**src/hw/tfl_pkg.sv**
```systemverilog
// Package: register map, field positions and timing constants of the legacy data-link channel
package tfl_pkg;
   // Register indices on APB; the byte address is the index times four
   localparam logic [7:0]  IDX_TX_BYTE      = 8'hC1;
   localparam logic [7:0]  IDX_RX_BYTE      = 8'hC2;
   localparam logic [7:0]  IDX_MATCH_A      = 8'hC3;
   localparam logic [7:0]  IDX_MATCH_B      = 8'hC4;
   localparam logic [7:0]  IDX_STATUS       = 8'hC5;
   localparam logic [7:0]  IDX_MASK         = 8'hC6;
   localparam logic [7:0]  IDX_RX_CTRL_B    = 8'hC7;
   localparam logic [7:0]  IDX_TX_CTRL_A    = 8'hC8;
   localparam logic [7:0]  IDX_TX_CTRL_B    = 8'hC9;
   localparam int          ADDR_W           = 12;
   // Field positions
   localparam int          ST_MATCH         = 1;
   localparam int          ST_TX_EMPTY      = 2;
   localparam int          ST_RX_FULL       = 3;
   localparam int          RXC_DESTUFF      = 3;
   localparam int          TXA_FS_EXT       = 2;
   localparam int          TXB_STUFF        = 5;
   localparam int          TXB_MF_LOAD      = 6;
   // Reset values
   localparam logic [7:0]  RST_BYTE         = 8'h00;
   localparam logic [3:0]  RST_FLAGS        = 4'h0;
   // Byte and run lengths
   localparam logic [2:0]  LAST_BIT         = 3'h7;
   localparam logic [2:0]  RUN_LIMIT        = 3'h5;
   localparam logic [2:0]  RUN_SAT          = 3'h6;
   // Timing of a data-link bit
   localparam int          CLK_HZ           = 50_000_000;
   localparam int          BIT_PERIOD_US    = 250;
   localparam int          BITS_PER_BYTE    = 8;
   localparam int          BIT_CYCLES       = CLK_HZ / 1_000_000 * BIT_PERIOD_US;
   localparam int          BYTE_CYCLES      = BIT_CYCLES * BITS_PER_BYTE;
endpackage

```
**src/hw/tfl_run_counter.sv**
```systemverilog
// Consecutive-ones run counter shared by the stuffer and the destuffer
`timescale 1ns/1ns
module tfl_run_counter
   import tfl_pkg::*;
(
   input  wire logic       MCLK,
   input  wire logic       RESET_N,
   input  wire logic       BIT_STB,
   input  wire logic       BIT_VAL,
   output logic [2:0]      RUN
);
   // Counts ones across byte boundaries, cleared by any zero; saturates so six-plus stays visible
   always_ff @(posedge MCLK) begin
      if (!RESET_N) begin
         RUN <= 3'h0;
      end else if (BIT_STB) begin
         if (!BIT_VAL) RUN <= 3'h0;
         else if (RUN != RUN_SAT) RUN <= RUN + 3'h1;
      end
   end
endmodule // tfl_run_counter

```
**src/hw/tfl_channel.sv**
```systemverilog
// Legacy T1 data-link channel: receive extractor, transmit serialiser, APB register file
`timescale 1ns/1ns
// Functional notes
// - Shift recovered link bits into 8-bit receive register
// - Receive byte completes every eight 250us bits
// - Receive full sets status bit 3, maskable
// - Match either programmed byte sets status bit 1
// - Destuff enabled: drop zero after five ones
// - Six or more ones: zero kept
// - Transmit byte into link bits or Fs bits
// - New transmit byte sent LSB first
// - Eight bits sent sets status bit 2, maskable
// - No new write: resend previous byte
// - Stuff enabled: insert zero after five ones
// - Transmit control A bit2 zero in D4 mode: Fs from register
// - Control B bit6: load only at multiframe
// - SLC-96 fields travel through same registers
module tfl_channel
   import tfl_pkg::*;
(
   input  wire logic                 MCLK,
   input  wire logic                 RESET_N,
   input  wire logic                 PSEL,
   input  wire logic                 PENABLE,
   input  wire logic                 PWRITE,
   input  wire logic [ADDR_W-1:0]    PADDR,
   input  wire logic [31:0]          PWDATA,
   output logic [31:0]               PRDATA,
   output logic                      PREADY,
   output logic                      PSLVERR,
   input  wire logic                 RX_LINK_BIT,
   input  wire logic                 RX_LINK_STB,
   input  wire logic                 TX_LINK_STB,
   input  wire logic                 TX_MF_BOUNDARY,
   input  wire logic                 D4_MODE,
   output logic                      TX_LINK_BIT,
   output logic                      TX_FS_FROM_REG,
   output logic                      INT_N
);
   import tfl_pkg::*;

   // Decode a byte address into a register index match
   function automatic logic hit(input logic [ADDR_W-1:0] a, input logic [7:0] idx);
      hit = (a == ADDR_W'({idx, 2'b00})) ? 1'b1 : 1'b0;
   endfunction

   typedef enum logic [1:0] {
      TFL_IDLE  = 2'b00,
      TFL_SETUP = 2'b01,
      TFL_DONE  = 2'b11
   } tfl_apb_type;

   tfl_apb_type  apb_r;
   tfl_apb_type  apb_nxt;

   logic [7:0]   tx_byte_r;
   logic [7:0]   rx_byte_r;
   logic [7:0]   rx_shift_r;
   logic [2:0]   rx_cnt_r;
   logic [7:0]   match_a_r;
   logic [7:0]   match_b_r;
   logic [3:0]   status_r;
   logic [3:0]   mask_r;
   logic [7:0]   rx_ctrl_r;
   logic [7:0]   tx_ctrl_a_r;
   logic [7:0]   tx_ctrl_b_r;
   logic [7:0]   tx_shift_r;
   logic [2:0]   tx_cnt_r;
   logic         tx_bit_r;
   logic         rx_s1_r;
   logic         rx_s2_r;
   logic         rxs_s1_r;
   logic         rxs_s2_r;
   logic         rxs_s3_r;
   logic         txs_s1_r;
   logic         txs_s2_r;
   logic         txs_s3_r;
   logic         mf_s1_r;
   logic         mf_s2_r;
   logic         d4_s1_r;
   logic         d4_s2_r;
   logic [31:0]  prdata_r;
   logic         pready_r;
   logic         pslverr_r;
   logic         int_n_r;
   logic [2:0]   rx_run;
   logic [2:0]   tx_run;

   // Pin inputs pass two flops; strobes get a third stage for edge detection
   always_ff @(posedge MCLK) begin
      if (!RESET_N) begin
         {rx_s1_r, rx_s2_r, rxs_s1_r, rxs_s2_r, rxs_s3_r} <= 5'h00;
         {txs_s1_r, txs_s2_r, txs_s3_r, mf_s1_r, mf_s2_r, d4_s1_r, d4_s2_r} <= 7'h00;
      end else begin
         {rx_s2_r, rx_s1_r} <= {rx_s1_r, RX_LINK_BIT};
         {rxs_s3_r, rxs_s2_r, rxs_s1_r} <= {rxs_s2_r, rxs_s1_r, RX_LINK_STB};
         {txs_s3_r, txs_s2_r, txs_s1_r} <= {txs_s2_r, txs_s1_r, TX_LINK_STB};
         {mf_s2_r, mf_s1_r} <= {mf_s1_r, TX_MF_BOUNDARY};
         {d4_s2_r, d4_s1_r} <= {d4_s1_r, D4_MODE};
      end
   end

   // Bus decode
   wire          acc      = PSEL && PENABLE && (apb_r == TFL_SETUP);
   wire          wr       = PSEL && PENABLE && PWRITE && pready_r; // Lands only where ready is seen
   wire          rd       = acc && !PWRITE;
   wire          h_tx     = hit(PADDR, IDX_TX_BYTE);
   wire          h_rx     = hit(PADDR, IDX_RX_BYTE);
   wire          h_ma     = hit(PADDR, IDX_MATCH_A);
   wire          h_mb     = hit(PADDR, IDX_MATCH_B);
   wire          h_st     = hit(PADDR, IDX_STATUS);
   wire          h_mk     = hit(PADDR, IDX_MASK);
   wire          h_rc     = hit(PADDR, IDX_RX_CTRL_B);
   wire          h_ta     = hit(PADDR, IDX_TX_CTRL_A);
   wire          h_tb     = hit(PADDR, IDX_TX_CTRL_B);
   wire          mapped   = h_tx | h_rx | h_ma | h_mb | h_st | h_mk | h_rc | h_ta | h_tb;
   wire [31:0]   rd_mux   = h_tx ? {24'h000000, tx_byte_r} :
                            h_rx ? {24'h000000, rx_byte_r} :
                            h_ma ? {24'h000000, match_a_r} :
                            h_mb ? {24'h000000, match_b_r} :
                            h_st ? {28'h0000000, status_r} :
                            h_mk ? {28'h0000000, mask_r} :
                            h_rc ? {24'h000000, rx_ctrl_r} :
                            h_ta ? {24'h000000, tx_ctrl_a_r} :
                            h_tb ? {24'h000000, tx_ctrl_b_r} : 32'h00000000;

   // Receive bit path: a zero after exactly five ones is a stuffed bit and is dropped
   wire          rx_stb   = rxs_s2_r && !rxs_s3_r;
   wire          rx_drop  = rx_ctrl_r[RXC_DESTUFF] && !rx_s2_r && (rx_run == RUN_LIMIT);
   wire          rx_take  = rx_stb && !rx_drop;
   wire [7:0]    rx_full  = {rx_s2_r, rx_shift_r[7:1]};
   wire          rx_done  = rx_take && (rx_cnt_r == LAST_BIT);
   wire          rx_hit   = rx_done && ((rx_full == match_a_r) || (rx_full == match_b_r));

   // Transmit bit path: after five ones a zero goes out and the data bit waits
   wire          tx_stb   = txs_s2_r && !txs_s3_r;
   wire          tx_stuff = tx_ctrl_b_r[TXB_STUFF] && (tx_run >= RUN_LIMIT);
   wire          tx_out   = tx_stuff ? 1'b0 : tx_shift_r[0];
   wire          tx_adv   = tx_stb && !tx_stuff;
   wire          tx_last  = tx_adv && (tx_cnt_r == LAST_BIT);
   wire          mf_ok    = !tx_ctrl_b_r[TXB_MF_LOAD] || mf_s2_r;
   wire          tx_load  = tx_last && mf_ok;
   wire [7:0]    tx_rot   = {tx_shift_r[0], tx_shift_r[7:1]}; // Full turn replays the old byte

   tfl_run_counter u_rx_run (
      .MCLK    (MCLK),
      .RESET_N (RESET_N),
      .BIT_STB (rx_stb),
      .BIT_VAL (rx_s2_r),
      .RUN     (rx_run)
   );

   tfl_run_counter u_tx_run (
      .MCLK    (MCLK),
      .RESET_N (RESET_N),
      .BIT_STB (tx_stb),
      .BIT_VAL (tx_out),
      .RUN     (tx_run)
   );

   // APB: one setup cycle, then two access cycles with pready high in the second
   always_comb begin
      case (apb_r)
         TFL_IDLE:  apb_nxt = PSEL ? TFL_SETUP : TFL_IDLE;
         TFL_SETUP: apb_nxt = acc ? TFL_DONE : TFL_SETUP;
         TFL_DONE:  apb_nxt = TFL_IDLE;
         default:   apb_nxt = TFL_IDLE;
      endcase
   end

   // Bus answer registers; pready is raised one cycle into the access phase
   always_ff @(posedge MCLK) begin
      if (!RESET_N) begin
         apb_r     <= TFL_IDLE;
         prdata_r  <= 32'h00000000;
         pready_r  <= 1'b0;
         pslverr_r <= 1'b0;
      end else begin
         apb_r     <= apb_nxt;
         pready_r  <= acc;
         pslverr_r <= acc && !mapped;
         prdata_r  <= rd ? rd_mux : 32'h00000000;
      end
   end

   // Control and match registers written by software
   always_ff @(posedge MCLK) begin
      if (!RESET_N) begin
         {match_a_r, match_b_r, rx_ctrl_r} <= {RST_BYTE, RST_BYTE, RST_BYTE};
         {tx_ctrl_a_r, tx_ctrl_b_r} <= {RST_BYTE, RST_BYTE};
         mask_r <= RST_FLAGS;
      end else if (wr) begin
         if (h_ma) match_a_r <= PWDATA[7:0];
         if (h_mb) match_b_r <= PWDATA[7:0];
         if (h_rc) rx_ctrl_r <= PWDATA[7:0];
         if (h_ta) tx_ctrl_a_r <= PWDATA[7:0];
         if (h_tb) tx_ctrl_b_r <= PWDATA[7:0];
         if (h_mk) mask_r <= PWDATA[3:0];
      end
   end

   // Receive shifter; a full byte overwrites the holding register even if unread
   always_ff @(posedge MCLK) begin
      if (!RESET_N) begin
         rx_shift_r <= RST_BYTE;
         rx_cnt_r   <= 3'h0;
         rx_byte_r  <= RST_BYTE;
      end else if (rx_take) begin
         rx_shift_r <= rx_full;
         rx_cnt_r   <= rx_cnt_r + 3'h1;
         if (rx_done) rx_byte_r <= rx_full;
      end
   end

   // Transmit holding and shift registers; the old byte repeats if nothing new arrived
   always_ff @(posedge MCLK) begin
      if (!RESET_N) begin
         tx_byte_r  <= RST_BYTE;
         tx_shift_r <= RST_BYTE;
         tx_cnt_r   <= 3'h0;
      end else begin
         if (wr && h_tx) tx_byte_r <= PWDATA[7:0];
         if (tx_load) tx_shift_r <= tx_byte_r;
         else if (tx_adv) tx_shift_r <= tx_rot;
         if (tx_adv) tx_cnt_r <= tx_cnt_r + 3'h1;
      end
   end

   // Sticky flags: hardware set beats a software write-one-to-clear in the same cycle
   wire [3:0]    clr_w    = (wr && h_st) ? PWDATA[3:0] : 4'h0;
   wire [3:0]    set_w    = {rx_done, tx_last, rx_hit, 1'b0};
   always_ff @(posedge MCLK) begin
      if (!RESET_N) begin
         status_r <= RST_FLAGS;
      end else begin
         status_r <= (status_r & ~clr_w) | set_w;
      end
   end

   // Output pins from flops; interrupt follows any enabled flag
   always_ff @(posedge MCLK) begin
      if (!RESET_N) begin
         tx_bit_r <= 1'b0;
         int_n_r  <= 1'b1;
      end else begin
         if (tx_stb) tx_bit_r <= tx_out;
         int_n_r <= ~|(status_r & mask_r);
      end
   end

   // Fs source select is a level; D4 and ESF both use the same bit slot strobe
   logic fs_reg_r;
   always_ff @(posedge MCLK) begin
      if (!RESET_N) fs_reg_r <= 1'b0;
      else fs_reg_r <= d4_s2_r && !tx_ctrl_a_r[TXA_FS_EXT];
   end

   assign PRDATA         = prdata_r;
   assign PREADY         = pready_r;
   assign PSLVERR        = pslverr_r;
   assign TX_LINK_BIT    = tx_bit_r;
   assign TX_FS_FROM_REG = fs_reg_r;
   assign INT_N          = int_n_r;

   a_rx_full_flag: assert property (@(posedge MCLK) disable iff (!RESET_N)
      rx_done |=> status_r[ST_RX_FULL]) else $error("receive full not set");
   a_match_flag: assert property (@(posedge MCLK) disable iff (!RESET_N)
      rx_hit |=> status_r[ST_MATCH]) else $error("match not set");
   a_tx_empty_flag: assert property (@(posedge MCLK) disable iff (!RESET_N)
      tx_last |=> status_r[ST_TX_EMPTY]) else $error("transmit empty not set");
   a_irq_level: assert property (@(posedge MCLK) disable iff (!RESET_N)
      (|(status_r & mask_r)) |=> !INT_N) else $error("interrupt not asserted");
   a_destuff_drop: assert property (@(posedge MCLK) disable iff (!RESET_N)
      (rx_stb && rx_ctrl_r[RXC_DESTUFF] && !rx_s2_r && rx_run == RUN_LIMIT) |=> $stable(rx_cnt_r))
      else $error("stuffed zero kept");
   a_six_ones_keep: assert property (@(posedge MCLK) disable iff (!RESET_N)
      (rx_stb && !rx_s2_r && rx_run == RUN_SAT) |=> rx_cnt_r == $past(rx_cnt_r) + 3'h1)
      else $error("zero after six ones dropped");
   a_stuff_zero: assert property (@(posedge MCLK) disable iff (!RESET_N)
      (tx_stb && tx_ctrl_b_r[TXB_STUFF] && tx_run == RUN_LIMIT) |=> !TX_LINK_BIT)
      else $error("stuff zero missing");
   a_mf_hold: assert property (@(posedge MCLK) disable iff (!RESET_N)
      (tx_last && tx_ctrl_b_r[TXB_MF_LOAD] && !mf_s2_r) |=> tx_shift_r == $past(tx_rot))
      else $error("load off multiframe");
   a_run_clear: assert property (@(posedge MCLK) disable iff (!RESET_N)
      (tx_stb && !tx_out) |=> tx_run == 3'h0) else $error("run not cleared");
   // Hand-over checks: receive holding and transmit shift registers take exactly the assembled or held byte
   a_rx_byte_load: assert property (@(posedge MCLK) disable iff (!RESET_N)
      rx_done |=> rx_byte_r == $past(rx_full)) else $error("receive byte not loaded");
   a_tx_byte_load: assert property (@(posedge MCLK) disable iff (!RESET_N)
      tx_load |=> tx_shift_r == $past(tx_byte_r)) else $error("transmit byte not loaded");
   a_irq_release: assert property (@(posedge MCLK) disable iff (!RESET_N)
      !(|(status_r & mask_r)) |=> INT_N) else $error("interrupt without enabled flag");
endmodule // tfl_channel

```
**config.mk**
```make
export PLATFORM = sky130hd
export DESIGN_NAME = tfl_channel
export DESIGN_NICKNAME = d
export VERILOG_FILES = /design/src/hw/tfl_pkg.sv /design/src/hw/tfl_run_counter.sv /design/src/hw/tfl_channel.sv
export SDC_FILE = /design/constraint.sdc
export NUM_CORES = 1
export LEC_CHECK = 0
export BUFFER_PORTS_ARGS = -buffer_cell sky130_fd_sc_hd__buf_2
export CAP_MARGIN = 20
export CORE_ASPECT_RATIO = 0.7
export CORE_MARGIN = 1.5
export CORE_UTILIZATION = 50
export DETAILED_ROUTE_END_ITERATION = 8
export GPL_ROUTABILITY_DRIVEN = 0
export PLACE_DENSITY = 0.68
export SYNTH_ARGS = -nofsm -noshare
export SYNTH_HDL_FRONTEND = slang
export SYNTH_SLANG_ARGS = --single-unit
```
**constraint.sdc**
```tcl
create_clock -name MCLK -period 2.5 [get_ports MCLK]
set_input_delay 0.5 -clock MCLK [delete_from_list [all_inputs] [get_ports MCLK]]
set_output_delay 0.5 -clock MCLK [all_outputs]
set_load 0.1 [all_outputs]
```
==> results.json <==
{
  "cts-resized-gates": 0,
  "core_area_sq_um": 11000,
  "wl_mm": 14.8,
  "hold_ws_ns": 0.280,
  "netlist_area_sq_um": 5630,
  "yosys_warnings": 0,
  "ir_worst_vdd_v": 0.000503,
  "h-tree-depth": 4,
  "numPortBuffers": 42,
  "die-area_sq_um": 11900,
  "path_cells": "and4_1 -> nand3_2 -> or4_1 -> mux2i_1",
  "layout_commonest_cell": "dfxtp_1",
  "dp_slack_ns": 0.226,
  "synthArstFlopShare_pct": 0,
  "antenna_found_initial": 0,
  "synth_largest_area_cell": "dfxtp_1",
  "mostFrequentLayoutCells": "117 x dfxtp_1, 68 x nand2_1, 67 x mux2i_1",
  "wl_per_cell_um": 17.6,
  "hold_viol": 0,
  "p_leak_nw": 2.67,
  "start_util_pct": 51.3,
  "synth_edf_count": 0,
  "synth_seq_cells": 117,
  "n_antenna_cell": 0,
  "hold_buffers": 0,
  "ys_seq_area_share_pct": 41.6,
  "rsz0062_at_grt": "false",
  "clock_latency_ns": 0.42,
  "layout_min_cycle_time_ns": 1.93,
  "drive_above_1_share_pct": 15.6,
  "fill_cells": 964,
  "post_cts_buffers": 0,
  "fin_area_sq_um": 6570,
  "hpwl_mm": 10.4,
  "critPathMaxStageDelay_ns": 0.82,
  "worstPathArrival_ns": 2.21,
  "grt_max_degree": 45,
  "drv_slew": 0,
  "maxCapViolCount": 0,
  "cp_data_required_time_ns": 2.78,
  "p_per_area_nw_per_um2": 739,
  "die_width_um": 130,
  "crit_path_top_delay_cell": "or4_1",
  "cts_sinks": 117,
  "drtIter0Drc": 542,
  "clk_pin_slew_worst_paths_ns": 0.05,
  "layout_setup_ws_ns": 0.565,
  "netlist.area_leader.share_pct": 41.6,
  "cts_tree": "built",
  "syn_area_per_cell_sq_um": 8.85,
  "viasPerCell": 5.69,
  "yosysUniqueCellTypes": 54,
  "cp_max_fo": 8,
  "rows": 32,
  "cts_buffer_depth": 2,
  "fin_nets": 742,
  "die_y_um": 91.8,
  "yosys-top-cells-area": "dfxtp_1 42%, mux2i_1 12%, nand2_1 4.5%",
  "drc": 0,
  "post-route-period-util_pct": 77.4,
  "ios": 91,
  "placed_area_sq_um": 5950,
  "crit_family": "simple AND/OR/NAND/NOR gates",
  "numCtsBuffers": 17,
  "fin_skew_ns": 0.00760,
  "grt_pass1_wl_mm": 23.1,
  "cts_root_buf": "clkbuf_16",
  "drtPass1Iterations": 5,
  "vias": 4804,
  "worstMarginPinSlew_ns": 0.924,
  "status": "complete, no violations",
  "max_freq_mhz": 517,
  "synthCells": 636,
  "worst-path-buf-inv": 0,
  "tns_ns": 0,
  "antenna_left": 0,
  "cp-start-kind": "register",
  "globalRouteOverflowTotal": 0,
  "synthToLayoutAreaGrowth_pct": 16.6,
  "relSlewSlack_pct": 38.0,
  "first_global_vias": 4411,
  "setup_viol": 0,
  "hp-class": "input pin to register",
  "cp-end-kind": "register",
  "grt_usage_pct": 26.0,
  "yosys_most_used_dff": "dfxtp_1",
  "crit_type": "register to register"
}
[report_power, final]
group	internal [mW]	leakage, nW	switching [mW]
Combinational	0.0814	1.41	0.328
Clock	1.70	0.310	0.836
Sequential	1.89	0.946	0.0122
Total	3.67	2.67	1.18
[through the flow]
step                      util, %  power [mW]  std cells
final                        59.8        4.85        844
after global routing         59.8        4.98        844
after CTS                    59.8        4.86        844
after detailed placement     54.2        2.34        812
after global placement       54.2        2.33        812
after floorplan                 -        2.27        659
[area by class of cell]
class / count / area [sq um] / share of cell area, %
repair buffers: 66 / 403 / 6.14
multi-input cells: 465 / 2970 / 45.3
clock buffers: 21 / 460 / 7.01
well taps: 153 / 191 / 2.92
inverters: 11 / 41.3 / 0.629
clock inverters: 11 / 155 / 2.36
flip-flops and latches: 117 / 2340 / 35.7
[logic make-up after synthesis]
| family | share of synthesized area, % |
|---|---|
| buffers and inverters | 7.16 |
| multiplexers | 12.5 |
| AND/OR/NAND/NOR | 19.4 |
| adder cells (fa/ha/maj) | 2.22 |
| flip-flops | 41.6 |
| AO/OA/AOI/OAI | 14.2 |
| other | 0.0666 |
| XOR/XNOR | 2.80 |
[synthesized netlist by cell type, types with 3 or more instances]
cell / count
a2111oi_0: 3
a211oi_1: 18
a21oi_1: 47
a22oi_1: 7
a31o_2: 3
and2_1: 16
buf_1: 3
buf_2: 10
buf_4: 27
clkbuf_1: 26
dfxtp_1: 117
ha_1: 10
inv_1: 11
mux2_2: 3
mux2i_1: 67
nand2_1: 68
nand2b_1: 5
nand3_1: 30
nand3b_1: 10
nand4_1: 6
nor2_1: 34
nor2b_1: 7
nor3_1: 8
nor4_1: 5
o21ai_0: 33
o22ai_1: 9
or4_1: 3
xnor2_1: 17
[layer usage]
metal  up-vias  wire, um  GRT usage, %
met5         -         0             0
met1      2270      6710          36.7
met2       213      6460          38.2
met3        28      1400          5.60
met4         0       264          10.7
li1       2293         -             -
[path summary, 6_finish.rpt]
check	end	depth (start not counted)	startpoint	slack (ns)
hold / removal	mf_s1_r$_SDFF_PN0_	2	TX_MF_BOUNDARY	0.28
setup reg to reg	tx_ctrl_b_r[3]$_SDFFE_PN0P_	4	apb_r[1]$_SDFF_PN0_	0.57
hold reg to reg	rxs_s2_r$_SDFF_PN0_	1	rxs_s1_r$_SDFF_PN0_	0.42
setup / recovery	tx_ctrl_b_r[3]$_SDFFE_PN0P_	4	apb_r[1]$_SDFF_PN0_	0.57
[sequential cells by signal, indices dropped and copies added, names as in the netlist, 7 cells and up]
name	count
PRDATA	8
tx_byte_r	8
tx_ctrl_b_r	8
rx_shift_r	7
tx_shift_r	8
match_b_r	8
rx_byte_r	8
tx_ctrl_a_r	8
rx_ctrl_r	8
match_a_r	8
Note: power is estimated with default switching activity, not from simulation.
